**src/hdl/refstat_pkg.sv**
```systemverilog
// Package of offsets, field layouts and reset values for the reference status bank.
package refstat_pkg;
	localparam int ADDR_W = 12;
	localparam int DATA_W = 32;
	localparam int IDX_W = 10;
	localparam int NUM_REFS = 4;
	localparam int SRC_W = 6;
	localparam int OBS_W = 2;
	localparam int IRQ_W = 6;
	localparam int RSV_COUNT = 8;
	// Register indices; the byte address is four times the index.
	localparam logic [IDX_W-1:0] IDX_OBSERVE = 10'h2e0;
	localparam logic [IDX_W-1:0] IDX_REF_VALID = 10'h2e6;
	localparam logic [IDX_W-1:0] IDX_LOOP_ONE = 10'h2ff;
	localparam logic [IDX_W-1:0] IDX_LOOP_TWO = 10'h303;
	localparam logic [IDX_W-1:0] IDX_IRQ_STATUS = 10'h320;
	localparam logic [IDX_W-1:0] IDX_IRQ_MASK = 10'h321;
	// Reserved registers a..h and the bits of each that hold written data.
	localparam logic [RSV_COUNT-1:0][IDX_W-1:0] RSV_IDX = {
		10'h311, 10'h310, 10'h308, 10'h307,
		10'h302, 10'h2fe, 10'h2fc, 10'h2e5};
	localparam logic [RSV_COUNT-1:0][7:0] RSV_WMASK = {
		8'h01, 8'h08, 8'h01, 8'h08, 8'hff, 8'hff, 8'h0f, 8'h1f};
	// Field positions.
	localparam int OBS_SEL_LSB = 3;
	localparam int REF_VALID_LSB = 4;
	localparam int IRQ_REF_LSB = 0;
	localparam int IRQ_LOOP_ONE_BIT = 4;
	localparam int IRQ_LOOP_TWO_BIT = 5;
	// Observation selector codes.
	localparam logic [OBS_W-1:0] OBS_OFF = 2'h0;
	localparam logic [OBS_W-1:0] OBS_M_DIV = 2'h1;
	localparam logic [OBS_W-1:0] OBS_VCO_ONE = 2'h2;
	localparam logic [OBS_W-1:0] OBS_VCO_TWO = 2'h3;
	// One-hot source codes of the loop selection fields.
	localparam logic [SRC_W-1:0] SRC_HOLDOVER = 6'h00;
	localparam logic [SRC_W-1:0] SRC_REF0 = 6'h01;
	localparam logic [SRC_W-1:0] SRC_REF1 = 6'h02;
	localparam logic [SRC_W-1:0] SRC_REF2 = 6'h04;
	localparam logic [SRC_W-1:0] SRC_REF3 = 6'h08;
	localparam logic [SRC_W-1:0] SRC_VCO_ONE = 6'h10;
	localparam logic [SRC_W-1:0] SRC_VCO_TWO = 6'h20;
	// Reset values.
	localparam logic [OBS_W-1:0] OBS_RESET = 2'h0;
	localparam logic [SRC_W-1:0] SRC_RESET = 6'h00;
	localparam logic [NUM_REFS-1:0] VALID_RESET = 4'h0;
	localparam logic [IRQ_W-1:0] IRQ_RESET = 6'h00;
	localparam logic [7:0] RSV_RESET = 8'h00;
endpackage

```
**src/hdl/dpll_reference_status_regs.sv**
```systemverilog
// Reference status and observation register bank on an APB slave.
//
// Operation
// - Bits 4-3 route divider or loopback signal.
// - Bits 7-4 report references valid; rest zero.
// - Bits 5-0 show loop one source, one-hot.
// - Bits 5-0 show loop two source, one-hot.
`timescale 1ns/1ps
`default_nettype none
module dpll_reference_status_regs
	import refstat_pkg::*;
#(
	parameter int REFS = NUM_REFS
) (
	input wire logic clk,
	input wire logic sys_rst,
	input wire logic psel,
	input wire logic penable,
	input wire logic pwrite,
	input wire logic [ADDR_W-1:0] paddr,
	input wire logic [DATA_W-1:0] pwdata,
	input wire logic [3:0] pstrb,
	output logic [DATA_W-1:0] prdata,
	output logic pready,
	output logic pslverr,
	input wire logic [REFS-1:0] ref_valid_in,
	input wire logic [SRC_W-1:0] loop_one_sel,
	input wire logic [SRC_W-1:0] loop_two_sel,
	input wire logic observe_assigned,
	input wire logic m_div_in,
	input wire logic vco_one_loop_in,
	input wire logic vco_two_loop_in,
	output logic [OBS_W-1:0] observe_signal_select,
	output logic observe_out,
	output logic irq
);
	// Register state.
	logic [OBS_W-1:0] obs_sel_reg, obs_sel_next;
	logic [REFS-1:0] valid_reg, valid_next;
	logic [SRC_W-1:0] loop_one_reg, loop_one_next;
	logic [SRC_W-1:0] loop_two_reg, loop_two_next;
	logic [IRQ_W-1:0] irq_stat_reg, irq_stat_next;
	logic [IRQ_W-1:0] irq_mask_reg, irq_mask_next;
	logic [RSV_COUNT-1:0][7:0] rsv_reg, rsv_next;
	logic obs_out_reg, obs_out_next;
	logic [DATA_W-1:0] rdata_reg, rdata_next;
	logic err_reg, err_next;

	logic [REFS-1:0] valid_sync;
	logic [IDX_W-1:0] idx;
	logic setup, access, wr_en, rd_setup;
	logic [7:0] wbyte;
	logic [IRQ_W-1:0] irq_event;

	sync_agree #(
		.WIDTH(REFS)
	) u_valid_sync (
		.clk(clk),
		.sys_rst(sys_rst),
		.async_in(ref_valid_in),
		.sync_out(valid_sync)
	);

	// Returns the reserved slot for an index, or RSV_COUNT when none.
	function automatic int rsv_slot(input logic [IDX_W-1:0] a);
		int s;
		s = RSV_COUNT;
		for (int i = 0; i < RSV_COUNT; i++) begin
			if (RSV_IDX[i] == a) begin
				s = i;
			end
		end
		return s;
	endfunction

	function automatic logic mapped(input logic [IDX_W-1:0] a);
		return (a == IDX_OBSERVE) || (a == IDX_REF_VALID) ||
			(a == IDX_LOOP_ONE) || (a == IDX_LOOP_TWO) ||
			(a == IDX_IRQ_STATUS) || (a == IDX_IRQ_MASK) ||
			(rsv_slot(a) != RSV_COUNT);
	endfunction

	assign idx = paddr[ADDR_W-1:2];
	assign setup = psel && !penable;
	assign access = psel && penable;
	// Zero wait states: every access phase completes at its first edge.
	assign pready = access;
	assign wr_en = access && pwrite && pstrb[0] && mapped(idx);
	assign rd_setup = setup && !pwrite;
	assign wbyte = pwdata[7:0];

	// Read data is latched in the setup cycle so prdata comes from a flop.
	always_comb begin
		int s;
		s = rsv_slot(idx);
		rdata_next = rdata_reg;
		err_next = err_reg;
		if (setup) begin
			rdata_next = '0;
			err_next = !mapped(idx);
			if (!pwrite) begin
				case (idx)
					IDX_OBSERVE:
						rdata_next[OBS_SEL_LSB +: OBS_W] = obs_sel_reg;
					IDX_REF_VALID:
						rdata_next[REF_VALID_LSB +: REFS] = valid_reg;
					IDX_LOOP_ONE:
						rdata_next[SRC_W-1:0] = loop_one_reg;
					IDX_LOOP_TWO:
						rdata_next[SRC_W-1:0] = loop_two_reg;
					IDX_IRQ_STATUS:
						rdata_next[IRQ_W-1:0] = irq_stat_reg;
					IDX_IRQ_MASK:
						rdata_next[IRQ_W-1:0] = irq_mask_reg;
					default: begin
						if (s != RSV_COUNT) begin
							rdata_next[7:0] = rsv_reg[s];
						end
					end
				endcase
			end
		end
	end

	// Live status: sampled every cycle, never touched by bus reads.
	always_comb begin
		valid_next = valid_sync;
		loop_one_next = loop_one_sel;
		loop_two_next = loop_two_sel;
		irq_event = '0;
		irq_event[IRQ_REF_LSB +: REFS] = valid_sync ^ valid_reg;
		irq_event[IRQ_LOOP_ONE_BIT] = loop_one_sel != loop_one_reg;
		irq_event[IRQ_LOOP_TWO_BIT] = loop_two_sel != loop_two_reg;
	end

	// Writable state; an event in the clearing cycle keeps its bit set.
	always_comb begin
		int s;
		s = rsv_slot(idx);
		obs_sel_next = obs_sel_reg;
		irq_mask_next = irq_mask_reg;
		rsv_next = rsv_reg;
		irq_stat_next = irq_stat_reg;
		if (wr_en) begin
			case (idx)
				IDX_OBSERVE:
					obs_sel_next = wbyte[OBS_SEL_LSB +: OBS_W];
				IDX_IRQ_MASK:
					irq_mask_next = wbyte[IRQ_W-1:0];
				IDX_IRQ_STATUS:
					irq_stat_next = irq_stat_reg & ~wbyte[IRQ_W-1:0];
				default: begin
					if (s != RSV_COUNT) begin
						rsv_next[s] = wbyte & RSV_WMASK[s];
					end
				end
			endcase
		end
		irq_stat_next = irq_stat_next | irq_event;
	end

	// Observation pin routing, only while the pin is given this function.
	always_comb begin
		obs_out_next = 1'b0;
		if (observe_assigned) begin
			case (obs_sel_reg)
				OBS_OFF: obs_out_next = 1'b0;
				OBS_M_DIV: obs_out_next = m_div_in;
				OBS_VCO_ONE: obs_out_next = vco_one_loop_in;
				OBS_VCO_TWO: obs_out_next = vco_two_loop_in;
				default: obs_out_next = 1'b0;
			endcase
		end
	end

	always_ff @(posedge clk) begin
		if (sys_rst) begin
			obs_sel_reg <= OBS_RESET;
			valid_reg <= VALID_RESET;
			loop_one_reg <= SRC_RESET;
			loop_two_reg <= SRC_RESET;
			irq_stat_reg <= IRQ_RESET;
			irq_mask_reg <= IRQ_RESET;
			rsv_reg <= {RSV_COUNT{RSV_RESET}};
			obs_out_reg <= 1'b0;
			rdata_reg <= '0;
			err_reg <= 1'b0;
		end else begin
			obs_sel_reg <= obs_sel_next;
			valid_reg <= valid_next;
			loop_one_reg <= loop_one_next;
			loop_two_reg <= loop_two_next;
			irq_stat_reg <= irq_stat_next;
			irq_mask_reg <= irq_mask_next;
			rsv_reg <= rsv_next;
			obs_out_reg <= obs_out_next;
			rdata_reg <= rdata_next;
			err_reg <= err_next;
		end
	end

	assign prdata = rdata_reg;
	assign pslverr = access && err_reg;
	assign observe_signal_select = obs_sel_reg;
	assign observe_out = obs_out_reg;
	assign irq = |(irq_stat_reg & irq_mask_reg);
endmodule // dpll_reference_status_regs
`default_nettype wire

```
**src/hdl/sync_agree.sv**
```systemverilog
// Three-stage input synchroniser that accepts a change once stages two and three agree.
`timescale 1ns/1ps
`default_nettype none
module sync_agree #(
	parameter int WIDTH = 4
) (
	input wire logic clk,
	input wire logic sys_rst,
	input wire logic [WIDTH-1:0] async_in,
	output logic [WIDTH-1:0] sync_out
);
	logic [WIDTH-1:0] s1_reg, s2_reg, s3_reg, out_reg;
	logic [WIDTH-1:0] out_next;

	// Bits where the two late stages disagree hold their last accepted value.
	always_comb begin
		out_next = (s2_reg & ~(s2_reg ^ s3_reg)) | (out_reg & (s2_reg ^ s3_reg));
	end

	always_ff @(posedge clk) begin
		if (sys_rst) begin
			s1_reg <= '0;
			s2_reg <= '0;
			s3_reg <= '0;
			out_reg <= '0;
		end else begin
			s1_reg <= async_in;
			s2_reg <= s1_reg;
			s3_reg <= s2_reg;
			out_reg <= out_next;
		end
	end

	assign sync_out = out_reg;
endmodule // sync_agree
`default_nettype wire

```
**config.mk**
```make
export PLATFORM = sky130hd
export DESIGN_NAME = dpll_reference_status_regs
export DESIGN_NICKNAME = d
export VERILOG_FILES = /design/src/hdl/refstat_pkg.sv /design/src/hdl/dpll_reference_status_regs.sv /design/src/hdl/sync_agree.sv
export SDC_FILE = /design/constraint.sdc
export NUM_CORES = 1
export LEC_CHECK = 0
export ABC_AREA = 1
export BUFFER_PORTS_ARGS = -buffer_cell sky130_fd_sc_hd__buf_2
export CAP_MARGIN = 0
export CORE_MARGIN = 3
export CORE_UTILIZATION = 60
export DETAILED_ROUTE_END_ITERATION = 8
export PLACE_DENSITY = 0.95
export SKIP_LAST_GASP = 1
export SLEW_MARGIN = 10
export SYNTH_ARGS = -nofsm -noshare
export SYNTH_HDL_FRONTEND = slang
export SYNTH_SLANG_ARGS = --single-unit
```
**constraint.sdc**
```tcl
create_clock -name clk -period 2.4 [get_ports clk]
set_input_delay 0.12 -clock clk [delete_from_list [all_inputs] [get_ports clk]]
set_output_delay 0.12 -clock clk [all_outputs]
set_load 0.01 [all_outputs]
```
==> impl_metrics.csv, run 1 <==
group,metric,value,unit
cells_and_area,antenna_cells,0,
clock_tree,cts-buffers-inserted,17,
hold_path,min_from,"sys_rst",
worst_setup_path,crit_type,"in2reg",
status,violations,"design-rule violations",
pwr,peakVddDrop,701,uV
floorplan,io_pins,111,
floorplan,start_util,62.1,%
synth,synthTopCellsByCount,"160 x nand2_1, 133 x inv_1, 120 x dfxtp_1",
route,postRouteAntennaNets,0,
cells_and_area,largest_register_ffs,64,
timing,worst_pin_slew,0.773,ns
timing,drv_slew,0,
worst_setup_path,critPathMaxFanout,12,
hold_path,whs_path_depth,4,
clock_tree,path_clk_slew,0.07,ns
clock_tree,cts_resized,0,
route,drt_pass1_iterations,9,
worst_setup_path,end_kind,"flip-flop",
grt,grt_pass1_wl,31.7,mm
floorplan,num_rows,35,
flow_run,cap_violations,0,
floorplan,die_w,104,um
placed_design,portBuffers,57,
placed_design,place_congestion,0.932,
placed_design,hpwl,10.1,mm
timing,fin_tns_setup,0,ns
synth,synth_warnings,0,
route,routed_via_density,6.04,
synth,seq_area_frac_synth,41.7,%
timing,final.setup_skew,0.00967,ns
hold_path,hp-class,"in2reg",
synth,async_flop_share,0,%
worst_setup_path,reg2reg_from,"observe_signal_select[0]$_SDFFE_PP0P_",
timing,fmax,0.485,GHz
synth,synth_cells,838,
synth,syn_avg_cell_area,6.88,um2
timing,hold_viol,0,
timing,min_period,2.06,ns
cells_and_area,drive_above_1_share,14.5,%
grt,track_usage,36.5,%
floorplan,die_area,10800,um2
cells_and_area,num-nets-final,998,
synth,synth.area.top_cells,"dfxtp_1 42%, nand2_1 10%, inv_1 8.7%, nand3_1 6.9%, a21oi_1 5.2%",
clock_tree,htree_levels,4,
pwr,leakage,3.18,nW
synth,yosysUniqueCellTypes,38,
grt,grt_pass1_vias,6260,
clock_tree,insertion_delay,0.54,ns
floorplan,die_h,104,um
worst_setup_path,worstSetupStartpointType,"input pin",
timing,holdWs,0.0451,ns
cells_and_area,areaGrowthSynthToFinish,20.5,%
synth,synth_top_area_share,41.7,%
timing,slew_headroom,48.2,%
grt,antenna_found_initial,0,
worst_setup_path,arrival,2.48,ns
synth,synth.most_common_cell,"nand2_1",
grt,grt_max_degree,53,
route,drtIter0Drc,1203,
clock_tree,clock_path_buffers,2,
synth,synth-seq-cells,120,
worst_setup_path,r2r-end,"observe_out$_SDFF_PP0_",
grt,grt_overflow,0,
timing,finalSetupViolCount,0,
status,status,"finished with violations",
route,vias,6447,
pwr,report.power.total,4.83,mW
clock_tree,cts_tree,"done",
clock_tree,cts_root_buffer,"clkbuf_8",
floorplan,core,9280,um2
synth,synth-main-ff-cell,"dfxtp_1",
worst_setup_path,reg2regPathDepth,3,
route,totalWireLength,19.4,mm
timing,rsz0062_at_grt,"false",
timing,min_period_over_period,85.9,%
synth,synth_area,5760,um2
synth,synth_top_cell_by_area,"dfxtp_1",
route,drcViolationCount,1,
synth,synth_edf_count,0,
worst_setup_path,worstPathRequired,2.82,ns
clock_tree,cts_sinks,120,
worst_setup_path,crit_start,"paddr[6]",
pwr,power.density,695,nW/um2
route,post_drt_wl_per_cell,18.2,um
worst_setup_path,r2r_slack,0.88,ns
==> worst max-delay path, stage by stage <==
cell     delay [ns]
buf_2          0.14
inv_1          0.06
nand2_1        0.09
inv_1          0.08
nand2_1        0.08
inv_1          0.06
nand3_1        0.15
nand3_1        0.18
nor3_2         0.63
nand2_2        0.18
nand2_2        0.31
nor2_4         0.09
o21ai_0        0.22
nor2_1         0.09
==> metal layers <==
layer | part of all wire, % | track usage (%)
met5 | 0 | 0
met4 | 7.5 | 20.8
met3 | 13 | 12.6
met2 | 46 | 58.4
met1 | 33 | 42.5
==> report_power, final <==
part           internal (mW)  total (mW)  switching [mW]
logic                 0.0996       0.286           0.186
registers               2.02        2.03          0.0174
clock network           1.51        2.51           0.997
==> cell families (layout without fill, tap and decap cells) <==
family,after synthesis,in the layout,share of synthesized area (%)
compound gates,140,140,13.4
other cells,1,24,0.0651
flops,120,120,41.7
xor+xnor,4,4,0.608
buf+inv,196,273,15.0
simple gates,377,377,29.3
==> area by class of cell <==
| type | instances | area [um2] |
|---|---|---|
| clock inverters | 14 | 150 |
| repair buffers | 99 | 683 |
| fillers | 555 | 2340 |
| inverters | 142 | 533 |
| multi-input cells | 545 | 2590 |
| well taps | 129 | 161 |
| clock buffers | 18 | 428 |
| flip-flops and latches | 120 | 2400 |
==> cells in the final DEF, fill, tap and decap left out, types with 3 or more instances in the layout <==
cell type	n
nand4_1	26
clkinv_2	3
inv_1	133
o22ai_1	6
o21ai_1	16
dfxtp_1	120
clkbuf_16	16
nand2_2	5
nor2_2	10
nand3_2	3
nand3_1	80
buf_4	13
clkinv_4	4
dlygate4sd3_1	28
o21ai_0	42
nor2_1	75
clkinvlp_4	3
buf_2	57
xnor2_1	4
nand2_1	160
o2111ai_1	4
conb_1	24
or2_2	3
inv_2	6
nor3_1	8
a211oi_1	3
a21oi_1	60
clkinv_1	3
==> through the flow <==
| stage | worst slack, ns | instances | area (um2) | utilization (%) |
|---|---|---|---|---|
| finish | 0.339 | 1067 | 6940 | 74.8 |
| floorplan | 0.749 | 861 | 5850 | - |
| global placement | 0.276 | 1007 | 6090 | 65.6 |
| detailed placement | 0.198 | 1007 | 6090 | 65.6 |
| global route | 0.215 | 1067 | 6940 | 74.8 |
| CTS | 0.602 | 1067 | 6940 | 74.8 |
==> what timing repair did <==
item	CTS	global route
buffers inserted	0	0
endpoints found under the hold margin	33	0
hold buffers	28	0
==> worst max path at each step <==
stage,end,cells after the start
2_1_floorplan,irq_stat_reg[4]$_SDFF_PP0_,14
3_3_place_gp,irq_mask_reg[5]$_SDFFE_PP0P_,14
3_5_place_dp,irq_mask_reg[4]$_SDFFE_PP0P_,12
4_1_cts,irq_mask_reg[3]$_SDFFE_PP0P_,12
5_1_grt,irq_mask_reg[0]$_SDFFE_PP0P_,14
6_report,irq_mask_reg[0]$_SDFFE_PP0P_,14
Note: power is estimated with default switching activity, not from simulation.
==> run 2, diff against run 1 <==
==> constraint.sdc (replaced) <==
create_clock -name clk -period 2.4 [get_ports clk]
set_input_delay 0.24 -clock clk [delete_from_list [all_inputs] [get_ports clk]]
set_output_delay 0.24 -clock clk [all_outputs]
set_load 0.01 [all_outputs]
==> impl_metrics.csv, run 2 (same netlist as run 1, synthesis figures left out) <==
group,metric,value,unit
timing,min_period,1.90,ns
grt,grt_overflow,0,
cells_and_area,register_area,2400,um2
floorplan,die_area,10800,um2
clock_tree,clock_path_buffers,2,
cells_and_area,areaGrowthSynthToFinish,20.1,%
floorplan,die_h,104,um
cells_and_area,drive_above_1_share,14.8,%
worst_setup_path,worstSetupEndpoint,"rsv_reg[19]$_SDFFE_PP0P_",
placed_design,portBuffers,57,
cells_and_area,antenna_cells,0,
grt,grt_pass1_wl,29.4,mm
worst_setup_path,crit_start,"paddr[9]",
floorplan,core,9280,um2
worst_setup_path,arrival,2.29,ns
pwr,leakage,3.18,nW
route,drt_pass1_iterations,8,
grt,busiest_layer,"met2",
floorplan,start_util,62.1,%
route,drcViolationCount,0,
floorplan,die_w,104,um
clock_tree,htree_levels,4,
worst_setup_path,worstPathRequired,2.79,ns
grt,use_met1,39.3,%
status,status,"finished with violations",
worst_setup_path,critPathMaxFanout,27,
route,totalWireLength,18.1,mm
clock_tree,cts_tree,"done",
clock_tree,cts_setup_buffers,0,
worst_setup_path,worstSetupStartpointType,"input pin",
cells_and_area,final_util,74.6,%
timing,hold_viol,1,
grt,antenna_found_initial,0,
clock_tree,insertion_delay,0.52,ns
grt,grt_max_degree,70,
status,violations,"negative hold slack",
hold_path,hp-class,"in2reg",
grt,met3_usage,8.88,%
route,post_drt_wl_per_cell,17.1,um
clock_tree,cts-buffers-inserted,17,
clock_tree,path_clk_slew,0.06,ns
worst_setup_path,reg2regPathDepth,6,
grt,grt_util_met2,56.5,%
cells_and_area,largest_register_ffs,64,
cells_and_area,layout_common_cells,"160 x nand2_1, 133 x inv_1, 120 x dfxtp_1, 80 x nand3_1, 75 x nor2_1",
cells_and_area,fillCellCount,595,
worst_setup_path,r2r_slack,0.88,ns
flow_run,cap_violations,0,
timing,finalSetupViolCount,0,
timing,slew_headroom,63.3,%
floorplan,io_pins,111,
grt,track_usage,33.9,%
route,routed_via_density,5.86,
cells_and_area,final_common_cell,"nand2_1",
clock_tree,hold_buffers,16,
floorplan,num_rows,35,
route,vias,6203,
clock_tree,cts_root_buffer,"clkbuf_8",
route,postRouteAntennaNets,0,
timing,rsz0062_at_grt,"false",
pwr,peakVddDrop,571,uV
route,drtIter0Drc,883,
timing,holdWs,-0.00433,ns
timing,fmax,0.527,GHz
timing,fin_tns_setup,0,ns
timing,worst_pin_slew,0.546,ns
placed_design,place_congestion,0.965,
cells_and_area,num-nets-final,990,
timing,drv_slew,0,
placed_design,hpwl,9.86,mm
timing,final.setup_skew,0.00654,ns
clock_tree,cts_sinks,120,
worst_setup_path,crit_type,"in2reg",
grt,grt_pass1_vias,5936,
clock_tree,cts_resized,0,
pwr,power.density,731,nW/um2
worst_setup_path,reg2reg_from,"observe_signal_select[1]$_SDFFE_PP0P_",
cells_and_area,multiInputGateArea,2590,um2
worst_setup_path,r2r-end,"prdata[4]$_SDFFE_PP0P_",
pwr,report.power.total,5.06,mW
worst_setup_path,end_kind,"flip-flop",
timing,min_period_over_period,79.1,%
## run 2: cell types whose count changed in the layout (fill, tap and decap cells not counted), sizes merged
cell and delta:
bufinv +3, inv -1, buf +4, dlygate4sd3 -12, clkbuf +2, clkinvlp -1
clkinv -3
## run 2: worst min path at each step
stage | startpoint | end | slack (ns) | cells past startpoint
global route | pwdata[4] | observe_signal_select[1]$_SDFFE_PP0P_ | 0.01 | 3
CTS | pwdata[6] | rsv_reg[30]$_SDFFE_PP0P_ | 0.0001 | 3
detailed placement | u_valid_sync.s1_reg[1]$_SDFF_PP0_ | u_valid_sync.s2_reg[1]$_SDFF_PP0_ | 0.39 | 2
finish | loop_one_sel[0] | loop_one_reg[0]$_SDFF_PP0_ | -0.004 | 3
floorplan | ref_valid_in[0] | u_valid_sync.s1_reg[0]$_SDFF_PP0_ | 0.35 | 2
global placement | u_valid_sync.s1_reg[2]$_SDFF_PP0_ | u_valid_sync.s2_reg[2]$_SDFF_PP0_ | 0.39 | 2
## run 2: worst max-delay path: stages
cell and delay [ns]:
buf_2 0.12, nor2_2 0.21, nand3_1 0.23, nor2_1 0.27, inv_2 0.07, nand3_2 0.19
buf_12 0.21, inv_1 0.07, o21ai_1 0.27, inv_1 0.16, o21ai_0 0.19, a21oi_1 0.06
## run 2: where the power goes
group          switching [mW]  total, mW  internal, mW
clock network           0.943       2.76          1.82
registers              0.0168       2.03          2.02
logic                   0.178      0.268        0.0904
## run 2: layer usage
layer  wire length, um  share of wire, %
met1              6520                36
met2              8450                47
met3              1930                11
met4              1170               6.5
met5                 0                 0
## run 2: layout make-up
class / instances / share of cell area, %
clock buffers: 20 / 6.29
clock inverters: 12 / 2.86
repair buffers: 91 / 8.75
flip-flops and latches: 120 / 34.7
well taps: 129 / 2.33
multi-input cells: 545 / 37.4
inverters: 142 / 7.70
## run 2: per-stage QoR
step	setup WS (ns)	cell area, um2	std cells
finish	0.502	6920	1059
global route	0.318	6920	1059
floorplan	0.629	5850	861
CTS	0.692	6920	1059
detailed placement	0.190	6130	1011
global placement	0.248	6130	1011
